`src/supply_io_pkg.sv`:
```
// supply_io_pkg: constants, types and register map of the supervisor i/o logic
// assumes one 20 MHz core clock and a classic wishbone master on the register side
package supply_io_pkg;

   // ************************************************************
   // clock and timing
   // ************************************************************
   localparam int CLK_HZ         = 20_000_000;
   localparam int FILTER_MAX_US  = 100;
   localparam int FILTER_MAX_CYC = FILTER_MAX_US * (CLK_HZ / 1_000_000);
   localparam int PULSE_MAX_US   = 100;
   localparam int PULSE_MAX_CYC  = PULSE_MAX_US * (CLK_HZ / 1_000_000);
   localparam int CLK100K_HZ     = 100_000;
   localparam int CLK100K_HALF   = CLK_HZ / (2 * CLK100K_HZ);

   // ************************************************************
   // sizes
   // ************************************************************
   localparam int AUX_N   = 5;
   localparam int ADC_N   = 12;
   localparam int ADC_W   = 12;
   localparam int PDO_N   = 10;
   localparam int PUMP_N  = 6;
   localparam int AVG_N   = 16;
   localparam int TMO_W   = 11;

   // ************************************************************
   // register byte addresses and field positions
   // ************************************************************
   localparam logic [7:0] CTRL_ADDR     = 8'h00;
   localparam logic [7:0] MASK_ADDR     = 8'h04;
   localparam logic [7:0] AUX_ADDR      = 8'h08;
   localparam logic [7:0] FILT_ADDR     = 8'h0c;
   localparam logic [7:0] RANGE_ADDR    = 8'h10;
   localparam logic [7:0] PDO_BUS_ADDR  = 8'h14;
   localparam logic [7:0] STATUS_ADDR   = 8'h18;
   localparam logic [7:0] PDO_CFG_BASE  = 8'h40;
   localparam logic [7:0] LIMIT_BASE    = 8'h80;
   localparam logic [7:0] RESULT_BASE   = 8'hc0;
   localparam int         LIMIT_MIN_BIT = 12;
   localparam int         PULSE_LSB     = 16;

   // ************************************************************
   // driver output styles and data sources
   // ************************************************************
   localparam logic [2:0] STY_WEAK_PD  = 3'h0;
   localparam logic [2:0] STY_OD       = 3'h1;
   localparam logic [2:0] STY_OD_W_VDD = 3'h2;
   localparam logic [2:0] STY_PP_VDD   = 3'h3;
   localparam logic [2:0] STY_OD_W_VP  = 3'h4;
   localparam logic [2:0] STY_PP_VP    = 3'h5;
   localparam logic [2:0] STY_STRONG_PD = 3'h6;
   localparam logic [2:0] STY_PUMP     = 3'h7;
   localparam logic [1:0] SRC_ENGINE   = 2'h0;
   localparam logic [1:0] SRC_BUS      = 2'h1;
   localparam logic [1:0] SRC_CLK      = 2'h2;

   // ************************************************************
   // types
   // ************************************************************
   typedef enum logic [2:0] {SC_IDLE, SC_SEL, SC_CONV, SC_ADV, SC_FINISH} scan_e;

   typedef struct packed {
      logic        cyc;
      logic        stb;
      logic        we;
      logic [7:0]  adr;
      logic [3:0]  sel;
      logic [31:0] dat;
   } wb_req_s;

endpackage

```
`src/supply_monitor_io_logic.sv`:
```
// supply_monitor_io_logic: aux inputs, converter scan, limits and driver outputs
// assumes a wishbone master, a converter that pulses done with data, synchronous pins
`timescale 1ns/1ns
module supply_monitor_io_logic (
   // clock and reset
   input  wire logic                      core_clk_i,
   input  wire logic                      nrst_i,
   // register bus
   input  wire supply_io_pkg::wb_req_s    wb_i,
   output logic                           wb_ack_o,
   output logic [31:0]                    wb_dat_o,
   // auxiliary inputs and secondary detectors
   input  wire logic [4:0]                aux_pin_i,
   input  wire logic [4:0]                sec_det_i,
   output logic [4:0]                     aux_digital_o,
   output logic [4:0]                     aux_pulldown_o,
   output logic [4:0]                     aux_level_o,
   output logic [9:0]                     sfd_range_o,
   // converter
   output logic                           adc_start_o,
   output logic [3:0]                     adc_chan_o,
   input  wire logic                      adc_done_i,
   input  wire logic [11:0]               adc_data_i,
   // sequence engine
   input  wire logic                      seq_scan_en_i,
   input  wire logic [9:0]                seq_pdo_i,
   output logic                           warn_o,
   // driver outputs
   input  wire logic                      cfg_loaded_i,
   output logic [9:0]                     pdo_data_o,
   output logic [29:0]                    pdo_style_o
);
   import supply_io_pkg::*;

   // ************************************************************
   // state
   // ************************************************************
   // every register of the block in one struct
   typedef struct packed {
      logic                          ack;
      logic [31:0]                   rdat;
      logic                          scan_en;
      logic                          avg_en;
      logic [ADC_N-1:0]              mask;
      logic [AUX_N-1:0]              dig;
      logic [AUX_N-1:0]              edge_md;
      logic [AUX_N-1:0]              pd;
      logic [TMO_W-1:0]              tmo;
      logic [TMO_W-1:0]              pw;
      logic [9:0]                    range;
      logic [PDO_N-1:0]              pdo_bus;
      logic [PDO_N-1:0][4:0]         pdo_cfg;
      logic [ADC_N-1:0][12:0]        limit;
      logic [ADC_N-1:0][ADC_W-1:0]   result;
      logic [ADC_N-1:0][ADC_W-1:0]   scratch;
      logic [ADC_N-1:0]              adc_warn;
      logic [AUX_N-1:0]              sec_warn;
      scan_e                         st;
      logic [3:0]                    ch;
      logic [3:0]                    ncnt;
      logic [15:0]                   acc;
      logic                          adc_start;
      logic [3:0]                    adc_chan;
      logic [AUX_N-1:0]              flt;
      logic [AUX_N-1:0][TMO_W-1:0]   fcnt;
      logic [AUX_N-1:0][TMO_W-1:0]   pcnt;
      logic [AUX_N-1:0]              dig_out;
      logic                          warn;
      logic                          loaded;
      logic [7:0]                    div;
      logic                          clk100k;
      logic [PDO_N-1:0]              pdo_data;
      logic [PDO_N-1:0][2:0]         pdo_style;
   } io_state_s;

   // registered copy and its next value
   io_state_s s_r;
   io_state_s s_nxt;
   // combinational helpers of the next-state process
   logic [31:0] rd_w;
   logic [31:0] wr_w;
   logic [3:0]  idx;
   logic        bus_go;
   logic        scan_on;
   logic        last_conv;
   logic [1:0]  src;
   logic [2:0]  sty;

   // ************************************************************
   // helpers
   // ************************************************************
   // byte-lane merge of a write into an old word
   function automatic logic [31:0] merge(input logic [31:0] old_w,
                                         input logic [31:0] new_w,
                                         input logic [3:0]  sel);
      logic [31:0] m;
      m = old_w;
      for (int b = 0; b < 4; b++) begin
         if (sel[b]) begin
            m[b*8 +: 8] = new_w[b*8 +: 8];
         end
      end
      return m;
   endfunction

   // limit compare: bit 12 picks minimum, else maximum
   function automatic logic violates(input logic [ADC_W-1:0] res,
                                     input logic [12:0]      lim);
      if (lim[LIMIT_MIN_BIT]) begin
         return res < lim[ADC_W-1:0];
      end
      return res > lim[ADC_W-1:0];
   endfunction

   // clamp a timeout to its longest setting
   function automatic logic [TMO_W-1:0] clamp(input logic [TMO_W-1:0] v,
                                              input int               lim);
      if (int'(v) > lim) begin
         return TMO_W'(lim);
      end
      return v;
   endfunction

   // ************************************************************
   // next-state logic
   // ************************************************************
   always_comb begin
      s_nxt     = s_r;
      s_nxt.ack = 1'b0;
      s_nxt.adc_start = 1'b0;
      idx       = wb_i.adr[5:2];
      bus_go    = wb_i.cyc && wb_i.stb && !s_r.ack;
      scan_on   = s_r.scan_en | seq_scan_en_i;
      last_conv = s_r.avg_en ? (s_r.ncnt == 4'(AVG_N - 1)) : 1'b1;
      src       = SRC_ENGINE;
      sty       = STY_WEAK_PD;

      // read mux, unmapped reads as zero
      rd_w = 32'h0;
      case (wb_i.adr)
         CTRL_ADDR:    rd_w = {30'h0, s_r.avg_en, s_r.scan_en};
         MASK_ADDR:    rd_w = {20'h0, s_r.mask};
         AUX_ADDR:     rd_w = {17'h0, s_r.pd, s_r.edge_md, s_r.dig};
         FILT_ADDR:    rd_w = {5'h0, s_r.pw, 5'h0, s_r.tmo};
         RANGE_ADDR:   rd_w = {22'h0, s_r.range};
         PDO_BUS_ADDR: rd_w = {22'h0, s_r.pdo_bus};
         STATUS_ADDR:  rd_w = {9'h0, (s_r.st != SC_IDLE), s_r.dig_out,
                               s_r.sec_warn, s_r.adc_warn};
         default: begin
            if (wb_i.adr[7:6] == PDO_CFG_BASE[7:6] && idx < 4'(PDO_N)) begin
               rd_w = {27'h0, s_r.pdo_cfg[idx]};
            end else if (wb_i.adr[7:6] == LIMIT_BASE[7:6] && idx < 4'(ADC_N)) begin
               rd_w = {19'h0, s_r.limit[idx]};
            end else if (wb_i.adr[7:6] == RESULT_BASE[7:6] && idx < 4'(ADC_N)) begin
               rd_w = {20'h0, s_r.result[idx]};
            end
         end
      endcase
      wr_w = merge(rd_w, wb_i.dat, wb_i.sel);

      // bus slave: ack one cycle after the request, writes in the same step
      if (bus_go) begin
         s_nxt.ack  = 1'b1;
         s_nxt.rdat = rd_w;
         if (wb_i.we) begin
            case (wb_i.adr)
               CTRL_ADDR: begin
                  s_nxt.scan_en = wr_w[0];
                  s_nxt.avg_en  = wr_w[1];
               end
               MASK_ADDR:    s_nxt.mask = wr_w[ADC_N-1:0];
               AUX_ADDR: begin
                  s_nxt.dig     = wr_w[4:0];
                  s_nxt.edge_md = wr_w[9:5];
                  s_nxt.pd      = wr_w[14:10];
               end
               FILT_ADDR: begin
                  s_nxt.tmo = clamp(wr_w[TMO_W-1:0], FILTER_MAX_CYC);
                  s_nxt.pw  = clamp(wr_w[PULSE_LSB +: TMO_W], PULSE_MAX_CYC);
               end
               RANGE_ADDR:   s_nxt.range   = wr_w[9:0];
               PDO_BUS_ADDR: s_nxt.pdo_bus = wr_w[PDO_N-1:0];
               default: begin
                  if (wb_i.adr[7:6] == PDO_CFG_BASE[7:6] && idx < 4'(PDO_N)) begin
                     s_nxt.pdo_cfg[idx] = wr_w[4:0];
                  end else if (wb_i.adr[7:6] == LIMIT_BASE[7:6] && idx < 4'(ADC_N)) begin
                     s_nxt.limit[idx] = wr_w[12:0];
                  end
               end
            endcase
         end
      end

      // glitch filter, then level or edge processing per aux input
      for (int i = 0; i < AUX_N; i++) begin
         // pulse counter runs down on its own
         if (s_r.pcnt[i] != '0) begin
            s_nxt.pcnt[i] = TMO_W'(s_r.pcnt[i] - 1'b1);
         end
         if (!s_r.dig[i]) begin
            s_nxt.flt[i]  = 1'b0;
            s_nxt.fcnt[i] = '0;
            s_nxt.pcnt[i] = '0;
         end else if (aux_pin_i[i] == s_r.flt[i]) begin
            s_nxt.fcnt[i] = '0;
         end else if (s_r.fcnt[i] >= s_r.tmo) begin
            s_nxt.flt[i]  = aux_pin_i[i];
            s_nxt.fcnt[i] = '0;
            if (s_r.edge_md[i]) begin
               s_nxt.pcnt[i] = s_r.pw;
            end
         end else begin
            s_nxt.fcnt[i] = TMO_W'(s_r.fcnt[i] + 1'b1);
         end
         // level mode follows the filter, edge mode shows the pulse
         s_nxt.dig_out[i] = s_r.dig[i] &
                            (s_r.edge_md[i] ? (s_nxt.pcnt[i] != '0) : s_nxt.flt[i]);
      end

      // secondary detectors only count in digital mode
      s_nxt.sec_warn = sec_det_i & s_r.dig;

      // round-robin scan controller
      case (s_r.st)
         SC_IDLE: begin
            s_nxt.ch   = 4'h0;
            s_nxt.ncnt = 4'h0;
            s_nxt.acc  = 16'h0;
            if (scan_on) begin
               s_nxt.st = SC_SEL;
            end
         end
         SC_SEL: begin
            if (!scan_on) begin
               s_nxt.st = SC_IDLE;
            end else if (s_r.mask[s_r.ch]) begin
               s_nxt.adc_chan  = s_r.ch;
               s_nxt.adc_start = 1'b1;
               s_nxt.st        = SC_CONV;
            end else begin
               s_nxt.st = SC_ADV;
            end
         end
         SC_CONV: begin
            if (!scan_on) begin
               s_nxt.st = SC_IDLE;
            end else if (adc_done_i) begin
               // sum conversions; a single conversion is the sum itself
               s_nxt.acc = 16'(s_r.acc + {4'h0, adc_data_i});
               if (last_conv) begin
                  s_nxt.scratch[s_r.ch] = s_r.avg_en ? s_nxt.acc[15:4]
                                                     : s_nxt.acc[ADC_W-1:0];
                  s_nxt.ncnt = 4'h0;
                  s_nxt.acc  = 16'h0;
                  s_nxt.st   = SC_ADV;
               end else begin
                  s_nxt.ncnt      = 4'(s_r.ncnt + 1'b1);
                  s_nxt.adc_start = 1'b1;
               end
            end
         end
         SC_ADV: begin
            if (s_r.ch == 4'(ADC_N - 1)) begin
               s_nxt.st = SC_FINISH;
            end else begin
               s_nxt.ch = 4'(s_r.ch + 1'b1);
               s_nxt.st = SC_SEL;
            end
         end
         SC_FINISH: begin
            // publish results and compare limits together
            for (int c = 0; c < ADC_N; c++) begin
               if (s_r.mask[c]) begin
                  s_nxt.result[c]   = s_r.scratch[c];
                  s_nxt.adc_warn[c] = violates(s_r.scratch[c], s_r.limit[c]);
               end
            end
            s_nxt.ch = 4'h0;
            s_nxt.st = scan_on ? SC_SEL : SC_IDLE;
         end
         default: s_nxt.st = SC_IDLE;
      endcase

      // combined warning towards the engine
      s_nxt.warn = (|s_nxt.adc_warn) | (|s_nxt.sec_warn);

      // internal 100 kHz clock
      if (s_r.div == 8'(CLK100K_HALF - 1)) begin
         s_nxt.div     = 8'h0;
         s_nxt.clk100k = ~s_r.clk100k;
      end else begin
         s_nxt.div = 8'(s_r.div + 1'b1);
      end

      // driver outputs
      // configuration loaded is sticky once seen
      s_nxt.loaded = s_r.loaded | cfg_loaded_i;
      for (int p = 0; p < PDO_N; p++) begin
         src = s_r.pdo_cfg[p][4:3];
         sty = s_r.pdo_cfg[p][2:0];
         // no charge pump past output six: open drain instead
         if (sty == STY_PUMP && p >= PUMP_N) begin
            sty = STY_OD;
         end
         case (src)
            SRC_BUS: s_nxt.pdo_data[p] = s_r.pdo_bus[p];
            SRC_CLK: s_nxt.pdo_data[p] = s_nxt.clk100k;
            default: s_nxt.pdo_data[p] = seq_pdo_i[p];
         endcase
         s_nxt.pdo_style[p] = sty;
         if (!s_nxt.loaded) begin
            s_nxt.pdo_data[p]  = 1'b0;
            s_nxt.pdo_style[p] = STY_WEAK_PD;
         end
      end
   end

   // ************************************************************
   // state register
   // ************************************************************
   always_ff @(posedge core_clk_i or negedge nrst_i) begin
      if (!nrst_i) begin
         s_r <= '0;
      end else begin
         s_r <= s_nxt;
      end
   end

   // ************************************************************
   // outputs
   // ************************************************************
   assign wb_ack_o       = s_r.ack;
   assign wb_dat_o       = s_r.rdat;
   assign aux_digital_o  = s_r.dig;
   assign aux_pulldown_o = s_r.dig & s_r.pd;
   assign aux_level_o    = s_r.dig_out;
   assign sfd_range_o    = s_r.range;
   assign adc_start_o    = s_r.adc_start;
   assign adc_chan_o     = s_r.adc_chan;
   assign warn_o         = s_r.warn;
   assign pdo_data_o     = s_r.pdo_data;
   assign pdo_style_o    = s_r.pdo_style;

endmodule

```
`config.mk`:
```
export PLATFORM = sky130hd
export DESIGN_NAME = supply_monitor_io_logic
export DESIGN_NICKNAME = d
export VERILOG_FILES = /design/src/supply_io_pkg.sv /design/src/supply_monitor_io_logic.sv
export SDC_FILE = /design/constraint.sdc
export NUM_CORES = 2
export LEC_CHECK = 0
export ABC_AREA = 0
export BUFFER_PORTS_ARGS = -buffer_cell sky130_fd_sc_hd__buf_2
export CORE_UTILIZATION = 50
export CTS_CLUSTER_DIAMETER = 60
export DETAILED_ROUTE_END_ITERATION = 10
export PLACE_DENSITY = 0.79
export SLEW_MARGIN = 20
export SYNTH_ARGS = -nofsm -noshare
export SYNTH_HDL_FRONTEND = slang
export SYNTH_SLANG_ARGS = --single-unit
```
`constraint.sdc`:
```
create_clock -name core_clk_i -period 4.1 [get_ports core_clk_i]
set_input_delay 0.615 -clock core_clk_i [delete_from_list [all_inputs] [get_ports core_clk_i]]
set_output_delay 0.615 -clock core_clk_i [all_outputs]
set_load 0.01 [all_outputs]
```
==> results.yml <==
timing:
  fin_ws_ns: 0.546
  finalHoldViolations: 0
  finalCriticalPeriod_ns: 3.55
  slew_violations: 0
  max-slew-margin-rel_pct: 27.6
  finalSetupViolations: 0
  fmax_mhz: 281
  skew_ns: 0.0456
  rsz0062_at_grt: "false"
  min_period_over_period_pct: 86.7
  tightest_slew_ns: 1.08
  tns_ns: 0
critical_path:
  arrival_ns: 3.98
  ff2ff_path_depth: 9
  worstPathRequired_ns: 4.53
  cp-start-kind: "flip-flop"
  path_class: "flip-flop to flip-flop"
  end_kind: "flip-flop"
  cp_max_fo: 3
clocking:
  htreeDepth: 3
  clock_latency_ns: 0.67
  clk_path_buf_depth: 3
  path_clk_slew_ns: 0.06
  numCtsBuffers: 92
  cts_tree: "yes"
  cts_root_buf: "clkbuf_16"
  numClockSinks: 813
  post_cts_buffers: 0
grt:
  grt_pass1_wl_mm: 199
  grt_pass1_vias: 33500
  grt-ovfl-total: 0
  grt_max_degree: 128
  antenna_found_initial: 6
  track_usage_pct: 30.0
power_and_ir_drop:
  p_per_area_nw_per_um2: 406
  p_leak_nw: 22.9
  peakVddDrop_v: 0.000312
hold_path:
  hold-path-cell-count: 2
  hold_class: "primary input to flip-flop"
detailed_routing:
  postRouteAntennaNets: 0
  avgRoutedWirePerCell_um: 23.8
  drtIter0Drc: 3563
  drc: 0
  via_per_inst: 6.17
  routed_wirelength_mm: 131
  first_pass_iters: 6
  vias: 34000
flow_run:
  cap_violations: 0
yosys:
  synth_xor_area_share_pct: 1.97
  yosysWarnings: 0
  synth_simple_gate_area_share_pct: 13.0
  dominantRegCellSynth: "dfrtp_1"
  synth_compound_area_share_pct: 11.7
  synthCells: 4195
  synth-edff-count: 0
  synth-seq-area-share_pct: 47.1
  synthMuxAreaShare_pct: 13.1
  syn_area_um2: 43200
  yosys.cell_types.count: 89
  async_flop_share_pct: 100
  avgSynthCellArea_um2: 10.3
  synth_adder_area_share_pct: 7.20
  synth_top_family_by_area: "multiplexers"
  ys_ff_latch: 813
floorplan:
  die_height_um: 296
  fp.dieW_um: 296
  rows: 107
  die-area_um2: 87600
  core-area_um2: 85400
  start_util_pct: 50.6
  ios: 188
final_layout:
  drive_above_1_share_pct: 19.4
  area_growth_pct: 12.1
  fillers: 7097
  nNetsFinal: 4613
  design_area_um2: 48400
  final_cell_mix: "dfrtp_1 (813), nand2_1 (537), o21ai_0 (383), mux2_2 (254), ha_1 (247)"
  layout_commonest_cell: "dfrtp_1"
place:
  dp_slack_ns: 0.218
  gp_congestion: 1.02
  dp_hpwl_mm: 93.9
  place_area_um2: 45200
  portBuffers: 176
outcome:
  status: "complete, no violations"
[cell families after synthesis]
family / count (synthesis)
AO/OA/AOI/OAI: 826
multiplexers: 436
buffers and inverters: 566
other: 1
flip-flops: 813
AND/OR/NAND/NOR: 1208
adder cells (fa/ha/maj): 248
XOR/XNOR: 97
[per-layer routing]
metal	share of wire (%)	GRT usage (%)
met2	45	46.6
met4	6.2	16.6
met3	10	7.88
met1	38	38.2
met5	0.0099	0
[worst paths after layout]
kind	from	to	slack (ns)
min in group asynchronous	nrst_i	s_r[310]	0.48
worst max-delay path	s_r[297]	warn_o	0.55
worst max register to register	s_r[297]	warn_o	0.55
worst min-delay path	sec_det_i[1]	s_r[204]	0.20
worst min register to register	s_r[41]	s_r[41]	0.46
max in group asynchronous	nrst_i	s_r[180]	2.42
[layout make-up]
class | count | area, µm² | share of cell area, %
antenna | 4 | 10.0 | 0.0207
clock buffer | 128 | 2650 | 5.47
clock inverter | 39 | 522 | 1.08
inverter | 232 | 871 | 1.80
multi-input combinational | 2820 | 20400 | 42.1
sequential | 813 | 20300 | 42.0
tap | 1144 | 1430 | 2.96
timing repair buffer | 322 | 2230 | 4.60
[cell usage after synthesis (all sizes together) (6+ instances only)]
master	n	area, µm²
a2111oi	8	70.1
a22oi	37	278
o211ai	16	120
nand3b	7	52.6
or3	13	81.3
a221oi	11	96.3
xor2	59	517
nor3	48	257
o21ai	386	1930
mux2	254	2860
or2	12	75.1
xnor2	38	333
a211o	6	52.6
nand4	50	313
a311o	6	60.1
or3b	6	52.6
nand3	84	420
dfrtp	813	20300
and3	48	300
nor2b	44	275
o21bai	8	60.1
ha	247	3090
a31oi	37	231
o21a	20	150
or4	14	105
nand2b	21	131
nor4	27	196
mux4	79	1780
a211oi	16	120
mux2i	103	1030
and2	46	288
inv	230	863
nor2	228	856
buf	147	978
a21oi	131	656
a21o	41	308
o22ai	8	50.1
o31ai	15	118
nand2	537	2020
a22o	21	184
clkbuf	187	703
[sequential cells by signal (all words and copies together) (netlist names)]
register	cells
pdo_data_o	10
adc_start_o	1
warn_o	1
pdo_style_o	30
sfd_range_o	10
wb_dat_o	27
aux_digital_o	5
wb_ack_o	1
s_r	719
adc_chan_o	4
aux_level_o	5
[repair_timing]
item                                   in CTS  in global routing
resized for setup                           0                  0
hold buffers                                1                  0
endpoints found under the hold margin      47                  0
[power breakdown]
| part | total (mW) | switching (mW) | internal [mW] | leakage, nW |
|---|---|---|---|---|
| registers | 8.62 | 0.315 | 8.30 | 11.1 |
| logic | 2.43 | 1.56 | 0.868 | 10.3 |
| clock network | 8.60 | 3.48 | 5.11 | 1.54 |
[stage by stage]
stage	total power, mW	std cells	util (%)	hold WS (ns)
final	19.6	5502	56.7	0.197
after global routing	20.3	5500	56.7	0.192
after CTS	19.6	5498	56.7	0.185
after detailed placement	11.1	5330	53.0	0.456
after global placement	11.0	5330	52.9	0.445
after floorplan	10.1	4199	-	0.319
[critical path, cell delays in order (launching register included)]
cell and delay [ns]:
dfrtp_1 0.41, ha_1 0.35, a21o_1 0.18, a21oi_1 0.21, o21ai_0 0.18, a2111oi_0 0.91, or3_1 0.22, a31oi_1 0.11
nor4_1 0.39, nand4b_1 0.36
(Power assumes the default switching activity.)
